### src/rcd_defines.svh
// Register offsets, field positions, reset values and timing counts for the RC detect block
`ifndef RCD_DEFINES_SVH
`define RCD_DEFINES_SVH

`define RCD_CONTROL_OFS      4'h0
`define RCD_RESULT_OFS       4'h4
`define RCD_INT_STATUS_OFS   4'h8
`define RCD_INT_MASK_OFS     4'hC

`define RCD_CLK_SEL_HI       9
`define RCD_CLK_SEL_LO       8
`define RCD_ENABLE_BIT       7
`define RCD_START_BIT        6
`define RCD_ERROR_BIT        2
`define RCD_DISCHARGE_BIT    1
`define RCD_DONE_BIT         0

`define RCD_CLK_SEL_RST      2'h0
`define RCD_RESULT_RST       16'h0000
`define RCD_COUNT_MAX        16'hFFFF

// Counter clock in MHz for select value 0; each step halves it
`define RCD_BASE_CLK_MHZ     48
`define RCD_REF_CLK_MHZ      200
// Ref clock cycles per tick of the fastest counter clock, rounded down
`define RCD_TICK_CYCLES      (`RCD_REF_CLK_MHZ / `RCD_BASE_CLK_MHZ)

`endif

### src/rcd_pkg.sv
// Types shared by the RC detect block
package rcd_pkg;

	typedef enum logic [2:0] {
		RCD_RESET      = 3'h0,
		RCD_ARMED      = 3'h1,
		RCD_DISCHARGED = 3'h3,
		RCD_CHARGED    = 3'h2,
		RCD_DONE       = 3'h6
	} rcd_phase_t;

	typedef logic [1:0] rcd_clk_sel_t;

endpackage

### src/rcd_rc_detect.sv
// RC detect timing measurement unit with Avalon-MM register slave
//
// Notes on behaviour
// - Clock select 0..3 gives counter ticks of 48, 24, 12, 6 MHz; the code divides 200 MHz by 4, giving 50, 25, 12.5, 6.25 MHz.
// - Clearing enable returns to Reset, stops counting, clears status flags.
// - Setting enable moves Reset to Armed.
// - Setting start begins the Discharged phase.
// - Error set if pin stays high in discharge or counter saturates charging.
// - Error marks result invalid; error reads zero in Reset.
// - Discharge complete flag clears in Reset, sets when discharge ends.
// - Done flag clears in Reset, sets when measurement ends.
// - Result register holds the count in bits 15:0, read-only, resets zero.
// - Control at offset 00h, result at offset 04h.
// - Charge counter starts at zero, stops and stores count on crossing.
// - Discharged moves to Charged when the counter reaches its maximum.
// - Done holds until software clears enable.
//
// Our own choice: register access over Avalon-MM.
`timescale 1ns/1ps
`include "rcd_defines.svh"

module rcd_rc_detect #(
	parameter int TICK_CYCLES = `RCD_TICK_CYCLES
) (
	// Clock and reset
	input  wire logic         ref_clk,
	input  wire logic         rst_b,
	// Avalon-MM slave
	input  wire logic [3:0]   avs_address,
	input  wire logic         avs_read,
	input  wire logic         avs_write,
	input  wire logic [31:0]  avs_writedata,
	input  wire logic [3:0]   avs_byteenable,
	output logic [31:0]       avs_readdata,
	output logic              avs_waitrequest,
	// Threshold comparator, high while pin is above threshold
	input  wire logic         rc_above_threshold,
	// Pin discharge drive and interrupt
	output logic              rc_discharge_drive,
	output logic              irq
);
	import rcd_pkg::*;

	// ==========================================================
	// State
	typedef struct packed {
		rcd_phase_t   phase;
		rcd_clk_sel_t clk_sel;
		logic         enable;
		logic         start;
		logic         measurement_error_flag;
		logic         discharge_complete_flag;
		logic         done_flag;
		logic [15:0]  result;
		logic [15:0]  count;
		logic [7:0]   prescale;
		logic [3:0]   divide;
		logic         sync_1;
		logic         sync_2;
		logic [2:0]   int_status;
		logic [2:0]   int_mask;
		logic         ack;
		logic [31:0]  readdata;
		logic         discharge_drive;
		logic         irq;
	} rcd_state_t;

	rcd_state_t st;
	rcd_state_t next_st;

	logic        acc;
	logic        wr_ok;
	logic        tick;
	logic [3:0]  div_lim;
	logic [31:0] ctrl_word;

	always_comb begin
		ctrl_word = 32'h0000_0000;
		ctrl_word[`RCD_CLK_SEL_HI:`RCD_CLK_SEL_LO] = st.clk_sel;
		ctrl_word[`RCD_ENABLE_BIT]    = st.enable;
		ctrl_word[`RCD_START_BIT]     = st.start;
		ctrl_word[`RCD_ERROR_BIT]     = st.measurement_error_flag;
		ctrl_word[`RCD_DISCHARGE_BIT] = st.discharge_complete_flag;
		ctrl_word[`RCD_DONE_BIT]      = st.done_flag;
	end

	// ==========================================================
	// Next state
	always_comb begin
		next_st = st;
		// One wait cycle per access; the ack cycle drops waitrequest
		acc   = (avs_read || avs_write) && !st.ack;
		wr_ok = acc && avs_write;
		next_st.ack = acc;

		next_st.sync_1 = rc_above_threshold;
		next_st.sync_2 = st.sync_1;

		// counter tick divided from ref clock, then by 1,2,4,8
		div_lim = 4'((1 << st.clk_sel) - 1);
		tick = 1'b0;
		if (st.phase == RCD_DISCHARGED || st.phase == RCD_CHARGED) begin
			if (st.prescale == 8'(TICK_CYCLES - 1)) begin
				next_st.prescale = 8'h00;
				if (st.divide >= div_lim) begin
					next_st.divide = 4'h0;
					tick = 1'b1;
				end else begin
					next_st.divide = st.divide + 4'h1;
				end
			end else begin
				next_st.prescale = st.prescale + 8'h01;
			end
		end else begin
			// counter clocks gated outside active phases
			next_st.prescale = 8'h00;
			next_st.divide   = 4'h0;
		end

		case (st.phase)
			RCD_RESET: begin
				if (st.enable) begin
					next_st.phase = RCD_ARMED;
				end
			end
			RCD_ARMED: begin
				if (st.start) begin
					next_st.phase = RCD_DISCHARGED;
					next_st.count = 16'h0000;
				end
			end
			RCD_DISCHARGED: begin
				if (tick) begin
					if (st.count == `RCD_COUNT_MAX) begin
						next_st.phase = RCD_CHARGED;
						next_st.discharge_complete_flag = 1'b1;
						next_st.int_status[`RCD_DISCHARGE_BIT] = 1'b1;
						if (st.sync_2) begin
							next_st.measurement_error_flag = 1'b1;
						end
						next_st.count = 16'h0000;
					end else begin
						next_st.count = st.count + 16'h0001;
					end
				end
			end
			RCD_CHARGED: begin
				if (st.sync_2) begin
					next_st.result    = st.count;
					next_st.phase     = RCD_DONE;
					next_st.done_flag = 1'b1;
					next_st.int_status[`RCD_DONE_BIT] = 1'b1;
				end else if (tick) begin
					if (st.count == `RCD_COUNT_MAX) begin
						next_st.result    = st.count;
						next_st.measurement_error_flag = 1'b1;
						next_st.int_status[`RCD_ERROR_BIT] = 1'b1;
						next_st.phase     = RCD_DONE;
						next_st.done_flag = 1'b1;
						next_st.int_status[`RCD_DONE_BIT] = 1'b1;
					end else begin
						next_st.count = st.count + 16'h0001;
					end
				end
			end
			RCD_DONE: begin
			end
			default: next_st.phase = RCD_RESET;
		endcase

		// Error during discharge also raises its event bit
		if (st.phase == RCD_DISCHARGED && next_st.measurement_error_flag && !st.measurement_error_flag) begin
			next_st.int_status[`RCD_ERROR_BIT] = 1'b1;
		end

		// ======================================================
		// Register writes
		if (wr_ok) begin
			case (avs_address)
				`RCD_CONTROL_OFS: begin
					if (avs_byteenable[1]) begin
						next_st.clk_sel = avs_writedata[`RCD_CLK_SEL_HI:`RCD_CLK_SEL_LO];
					end
					// status and reserved bits are not writable
					if (avs_byteenable[0]) begin
						next_st.enable = avs_writedata[`RCD_ENABLE_BIT];
						next_st.start  = avs_writedata[`RCD_START_BIT];
					end
				end
				`RCD_INT_STATUS_OFS: begin
					// Write one clears; a same-cycle event wins
					if (avs_byteenable[0]) begin
						next_st.int_status = next_st.int_status & ~(avs_writedata[2:0] & ~(next_st.int_status & ~st.int_status));
					end
				end
				`RCD_INT_MASK_OFS: begin
					if (avs_byteenable[0]) begin
						next_st.int_mask = avs_writedata[2:0];
					end
				end
				default: begin
				end
			endcase
			// clearing enable forces Reset and clears status
			if (avs_address == `RCD_CONTROL_OFS && avs_byteenable[0] && !avs_writedata[`RCD_ENABLE_BIT]) begin
				next_st.phase = RCD_RESET;
				next_st.measurement_error_flag  = 1'b0;
				next_st.discharge_complete_flag = 1'b0;
				next_st.done_flag = 1'b0;
				next_st.count     = 16'h0000;
			end
		end

		// ======================================================
		// Read data, registered for the ack cycle
		next_st.readdata = 32'h0000_0000;
		if (acc && avs_read) begin
			case (avs_address)
				`RCD_CONTROL_OFS:    next_st.readdata = ctrl_word;
				`RCD_RESULT_OFS:     next_st.readdata = {16'h0000, st.result};
				`RCD_INT_STATUS_OFS: next_st.readdata = {29'h0, st.int_status};
				`RCD_INT_MASK_OFS:   next_st.readdata = {29'h0, st.int_mask};
				default:             next_st.readdata = 32'h0000_0000;
			endcase
		end

		// Pin held low only while discharging
		next_st.discharge_drive = (next_st.phase == RCD_DISCHARGED);
		next_st.irq = |(next_st.int_status & next_st.int_mask);
	end

	// ==========================================================
	// Registers
	always_ff @(posedge ref_clk or negedge rst_b) begin
		if (!rst_b) begin
			st <= '{
				phase:    RCD_RESET,
				clk_sel:  `RCD_CLK_SEL_RST,
				result:   `RCD_RESULT_RST,
				default:  '0
			};
		end else begin
			st <= next_st;
		end
	end

	assign avs_readdata       = st.readdata;
	assign avs_waitrequest    = (avs_read || avs_write) && !st.ack;
	assign rc_discharge_drive = st.discharge_drive;
	assign irq                = st.irq;

endmodule

### config.mk
export PLATFORM = sky130hd
export DESIGN_NAME = rcd_rc_detect
export DESIGN_NICKNAME = d
export VERILOG_FILES = /design/src/rcd_pkg.sv /design/src/rcd_rc_detect.sv
export VERILOG_INCLUDE_DIRS = /design/src
export SDC_FILE = /design/constraint.sdc
export NUM_CORES = 1
export LEC_CHECK = 0
export BUFFER_PORTS_ARGS = -buffer_cell sky130_fd_sc_hd__buf_2
export CORE_ASPECT_RATIO = 1.2
export CORE_MARGIN = 4
export CORE_UTILIZATION = 50
export DETAILED_ROUTE_END_ITERATION = 10
export GPL_TIMING_DRIVEN = 0
export PLACE_DENSITY = 0.73
export SYNTH_ARGS = -nofsm -noshare
export SYNTH_HDL_FRONTEND = slang
export SYNTH_SLANG_ARGS = --single-unit
export TNS_END_PERCENT = 50
### constraint.sdc
create_clock -name ref_clk -period 3.4 [get_ports ref_clk]
set_clock_uncertainty 0.15 [all_clocks]
set_input_delay 0.34 -clock ref_clk [delete_from_list [all_inputs] [get_ports ref_clk]]
set_output_delay 0.34 -clock ref_clk [all_outputs]
set_load 0.01 [all_outputs]
# Word-level counts from Yosys, hierarchy flattened
# Cells that the tools add are included.
[totals]
regBits = 97
inputBits = 45
out_inout_bits = 35
wordCells = 123
[op_classes]
addsub = 4
order_cmp = 1
eq_ne = 11
shift = 1
mux = 60
n_bitwise = 7
reduce_logical = 20
[op_table]
columns = ["operator", "count"]
rows = [
  ["2-to-1 mux 16 bit", 8],
  ["one-hot mux 16 bit (4 select lines)", 1],
  ["2-to-1 mux 17 bit", 3],
  ["one-hot mux 16 bit (3 select lines)", 1],
  ["2-to-1 mux 3 bit", 13],
  ["2-to-1 mux 33 bit", 1],
  ["2-to-1 mux 1 bit", 20],
  ["adder 16 x 1 -> 16 bit (second input constant)", 1],
  ["== test 16 bit (second input constant)", 1],
  ["one-hot mux 3 bit (5 select lines)", 1],
  ["AND 3 bit", 4],
  ["2-to-1 mux 12 bit", 1],
  ["2-to-1 mux 4 bit", 3],
  ["2-to-1 mux 10 bit", 1],
  ["== test 3 x 2 -> 1 bit (second input constant)", 3],
  ["inverter 3 bit", 3],
  ["AND reduction 3 bit", 3],
  ["adder 8 x 1 -> 8 bit (second input constant)", 1],
  ["== test 4 bit (second input constant)", 2],
  ["== test 8 x 2 -> 1 bit (second input constant)", 1],
  ["2-to-1 mux 2 bit", 4],
  ["2-to-1 mux 8 bit", 1],
  ["logical AND 1 bit", 7],
  ["2-to-1 mux 6 bit", 1],
  ["other kinds (15)", 19],
]

# Logic depth before layout (Yosys ltp)
[logic_depth]
ltp_word = 22
ltp_mapped = 10
depth_no_buf = 8

# Worst setup path after synthesis
# OpenSTA, ideal clock, no wires.
[synth_path]
kind = "register to register"
startpoint = "register st (netlist bit ctrl_word[8])"
endpoint = "register st[76] (netlist bit)"
setup_ps = 125
t_arrival_ps = 2603
required_ps = 3125
slack_ps = 522
path_stages_with_launch = 11
path_buffers = 2
path_cell_list = "dfrtp_1 > or2_2 > ha_1 > nand2b_1 > a2111oi_4 > or3_1 > buf_2 > nor2_4 > o21ai_2 > buf_2 > mux2_2"
[synth_via]
elab_chain_len = 8
[synth_rtl]
columns = ["element", "line", "source"]
rows = [
  ["start: declaration", "rcd_rc_detect.sv:68", "rcd_state_t st;"],
  ["start signal: assignment", "rcd_rc_detect.sv:236", "st <= '{"],
  ["start signal: assignment", "rcd_rc_detect.sv:243", "st <= next_st;"],
  ["<< shifter 1 x 2 -> 4 bit", "rcd_rc_detect.sv:100", "div_lim = 4'((1 << st.clk_sel) - 1);"],
  ["subtractor 4 x 2 -> 4 bit", "rcd_rc_detect.sv:100", ""],
  ["greater-or-equal comparator 4 bit", "rcd_rc_detect.sv:105", "if (st.divide >= div_lim) begin"],
  ["2-to-1 mux 1 bit", "rcd_rc_detect.sv:105", ""],
  ["2-to-1 mux 1 bit", "rcd_rc_detect.sv:103", "if (st.prescale == 8'(TICK_CYCLES - 1)) begin"],
  ["2-to-1 mux 1 bit", "rcd_rc_detect.sv:102", "if (st.phase == RCD_DISCHARGED || st.phase == RCD_CHARGED) begin"],
  ["nonzero test 2 bit (no line)", "--", ""],
  ["AND reduction 3 bit (no line)", "--", ""],
]
# No other way between the ends.
# A chain may end at the register's enable or synchronous reset.

# Worst setup path in the final report
[layout_path]
startpoint = "register st (netlist bit ctrl_word[8])"
endpoint = "register st[81] (netlist bit)"
# Same word-level chain as after synthesis.

==> results <==
- The run finished with clean final reports.
- In the final layout, the share of cells above drive strength 1 is 0.235.
- The flip-flop and latch count after synthesis is between 80 and 90.
- The worst slack after detailed placement is 0.0954 ns.
- For this run, the leading register cell type out of synthesis is sky130_fd_sc_hd__dfrtp_1.
- Before antenna repair, the detailed router went through 4 iterations.
- The chip width is between 90 and 100 µm.
- The number of failing hold endpoints at the final stage is 0.
- The critical path launch point type is a flip-flop.
- The total vias in the final route is 3566.
- The total grt overflow is 0.
- In the layout the commonest cells are sky130_fd_sc_hd__dfrtp_1, sky130_fd_sc_hd__buf_2, sky130_fd_sc_hd__nor2_1, sky130_fd_sc_hd__a21oi_1, sky130_fd_sc_hd__buf_4.
- The final critical-path setup slack is approximately 0.15 ns.
- The TritonCTS sink count is 81.
- The height of the die is 111 µm.
- The tool flagged a number of max-cap violations equal to 0.
- The post-CTS clock slew at the launch and capture registers of the worst setup and hold paths is ~0.08 ns.
- Derived from the worst setup path, the maximum achievable clock frequency is between 300 and 400 MHz.
- Across every metal layer, demand over resource in global routing totals 0.209.
- The initial antenna violation count is 0.
- The count of standard-cell rows is 37.
- The final setup violation count is 0.
- In this run, synthesis inferred 0 flip-flops with an integrated enable.
- The post-CTS repair timing setup buffer count is 0.
- The critical path goes through or2_2, ha_1, nand2b_1, a2111oi_4, or3_1, buf_2, nor2_4, o21ai_2, buf_2, mux2_2.
- The largest net degree at the start of global routing is 44.
- The share of the Yosys chip area taken by registers is 0.459.
- The combined area of all synthesized cells is roughly 0.0044 mm².
- The data arrival time of the critical path is approximately 3.3 ns.
- The via count of the first global-routing pass is ~3400.
- The number of antenna diodes in the final layout is 0.
- The wire length reported by the detailed router is 10500 µm.
- In the routed design, unresolved DRC markers number 0.
- No sink is reached through more buffers than the 2 on the longest clock path.
- The die area is 0.0104 mm².
- In this run the static leakage power is between 2 and 2.5 nW.
- The post-detailed-route count of antenna-violating nets is 0.
- The congestion estimate from routability-driven global placement came to between 0.8 and 0.9.
- The first global-routing pass estimated around 17000 µm of wire.
- The class of the worst hold path is primary input to flip-flop.
- VDD sags by at most between 0.2 and 0.3 mV.
- The clock root buffer master is sky130_fd_sc_hd__clkbuf_8.
- In this run the count of I/O pins placed on the die edge is 80.
- The maximum net fanout on the critical path is 10.
- The H-tree was split into 3 levels.
- The worst pin sits at a relative slew slack of 0.194.
- The clock period minus worst slack is between 3 and 4 ns.
- The required time reported for the critical path endpoint is roughly 3.5 ns.
- The port buffer count is 34.
- In this design, the stage delay of the slowest critical-path cell is between 0.4 and 0.5 ns.
- In the finished design, the share of the clock period the worst path needs comes to 0.956.
- The HPWL after detailed placement is 7630 µm.
- At the pin with the least slew margin, the transition time is about 1.2 ns.
- Power spread over the standard cell area amounts to between 500 and 600 mW/mm².
- The starting density of the core is 0.513.
- The total clock buffers created by CTS is 9.
- At the later pin of the worst-skew pair, clock insertion delay measures between 0.3 and 0.4 ns.
- The largest area contributor in the synthesized netlist is sky130_fd_sc_hd__dfrtp_1.
- The wire length per cell is approximately 17 µm.
- Synthesis produced a netlist whose cell count is ~440.
- The cell that appears most often on the critical path is sky130_fd_sc_hd__buf_2.
- Setup repair after global routing left no endpoint under its margin.
- The synthesized area per cell is 9.95 µm².
- The start-to-end type of the worst setup path is flip-flop to flip-flop.
- After the first detailed-routing iteration, the DRC count stood at 276.
- The final number of max-transition violations is 0.
- The placeable core region is approximately 0.0086 mm².
- The aggregate negative setup slack is 0 ns.
- The layout has about 780 filler cells.
- After synthesis, the share of flip-flops with an asynchronous set or reset is 1.00.
- The total of cells resized after clock tree synthesis is 0.
- Leaving out fill and tap cells, the most frequent cell in the layout is sky130_fd_sc_hd__dfrtp_1.
- The Yosys step of the flow raised 0 warnings.
- After synthesis, the cell types taking the most area are sky130_fd_sc_hd__dfrtp_1, sky130_fd_sc_hd__buf_4, sky130_fd_sc_hd__mux2_2.
- TritonCTS built the clock tree.
- Synthesis instantiated 70 different standard cells from the library.
- The net count of the finished layout is 561.
- The share of synthesized area in the top cell type comes to 0.459.
- The growth of design area from synthesis to finish is 13.7%.
- The slowest stage of the critical path is the sky130_fd_sc_hd__a2111oi_4 cell.
- The worst setup path is captured at a flip-flop.
- Using the TritonRoute via totals, the vias-per-cell ratio works out to 5.68.
## timing repair
action,4_1_cts,5_1_grt
endpoints found under the setup margin,0,7
hold endpoints to repair,39,0
hold buffers,2,0
## cell usage after synthesis, drive strengths merged, types with 3 or more instances
cell type,number
dfrtp,81
buf,37
nor2,36
a21oi,33
nand2,30
o21ai,21
mux2,15
and2,14
inv,14
nand3,14
clkbuf,13
nor3,11
ha,9
and3,8
nand4,8
nor4,7
mux2i,6
xor2,5
a31oi,4
and4,4
nand2b,4
o22a,4
or4,4
a211oi,3
a21o,3
a32o,3
mux4,3
nand3b,3
nand4b,3
nor3b,3
or2,3
or3,3
## final timing paths
path                                          startpoint                         to  slack (ns)  cells past startpoint
worst max-delay path            ctrl_word[8]$_DFFE_PN0P_         st[81]$_DFFE_PN0P_        0.15                     10
worst min-delay path                    avs_writedata[8]   ctrl_word[8]$_DFFE_PN0P_        0.06                      2
worst max register to register  ctrl_word[8]$_DFFE_PN0P_         st[81]$_DFFE_PN0P_        0.15                     10
worst min register to register     next_st[41]$_DFF_PN0_           st[41]$_DFF_PN0_        0.21                      0
max in group asynchronous                          rst_b         st[83]$_DFFE_PN0P_        2.15                      3
min in group asynchronous                          rst_b  avs_readdata[7]$_DFF_PN0_        0.34                      2
## state kept, by name, indices dropped and copies added (netlist names)
name                flops
rc_discharge_drive      1
next_st                 1
irq                     1
ctrl_word               7
avs_readdata           16
st                     55
## kinds of logic (layout without fill, tap and decap cells)
kind of cell | Yosys count | after routing | share of synthesized area
DFF | 81 | 81 | 0.459
other | 2 | 17 | 0.00170
buffers and inverters | 65 | 117 | 0.0836
AOI/OAI and AO/OA | 95 | 95 | 0.145
adders and majority gates | 9 | 9 | 0.0255
and+or+nand+nor | 161 | 161 | 0.205
muxes | 24 | 24 | 0.0671
xor gates and xnor gates | 7 | 7 | 0.0139
## area by class of cell
cell class,count,area (µm²),share of cell area
multi-input combinational,313,2080,0.414
sequential,81,2030,0.404
buffer,50,313,0.0623
timing repair buffer,37,213,0.0424
clock buffer,12,165,0.0329
tap,117,146,0.0292
inverter,15,56.3,0.0112
clock inverter,3,23.8,0.00473
## critical path, delay by kind of cell (launching register included)
family                   cells  cell delay [ns]
multiplexers                 1             0.36
flip-flops                   1             0.42
buffers and inverters        2             0.52
AO/OA/AOI/OAI                2             0.67
adder cells (fa/ha/maj)      1             0.26
AND/OR/NAND/NOR              4             0.73
## per-layer routing
layer | GRT usage | wire length [µm] | up-vias
met3 | 0.0373 | 525 | 20
met1 | 0.285 | 4520 | 1761
met5 | 0 | 0 | -
met4 | 0.0800 | 222 | 0
li1 | - | - | 1680
met2 | 0.331 | 5240 | 105
## stage by stage
| step | hold WS [ns] | power (mW) | util | area [µm²] | cells |
|---|---|---|---|---|---|
| floorplan | -0.106 | 1.71 | - | 4470 | 459 |
| global placement | 0.182 | 1.93 | 0.556 | 4790 | 610 |
| detailed placement | 0.192 | 1.95 | 0.559 | 4810 | 611 |
| CTS | 0.0519 | 2.64 | 0.583 | 5020 | 628 |
| global route | 0.0566 | 2.77 | 0.583 | 5020 | 628 |
| finish | 0.0608 | 2.63 | 0.583 | 5020 | 628 |
## power breakdown
part / total (mW) / switching [mW] / internal [mW]
clock network: 0.684 / 0.360 / 0.324
logic: 0.796 / 0.503 / 0.293
registers: 1.15 / 0.0832 / 1.07
total: 2.63 / 0.946 / 1.69
(Power assumes the default switching activity.)
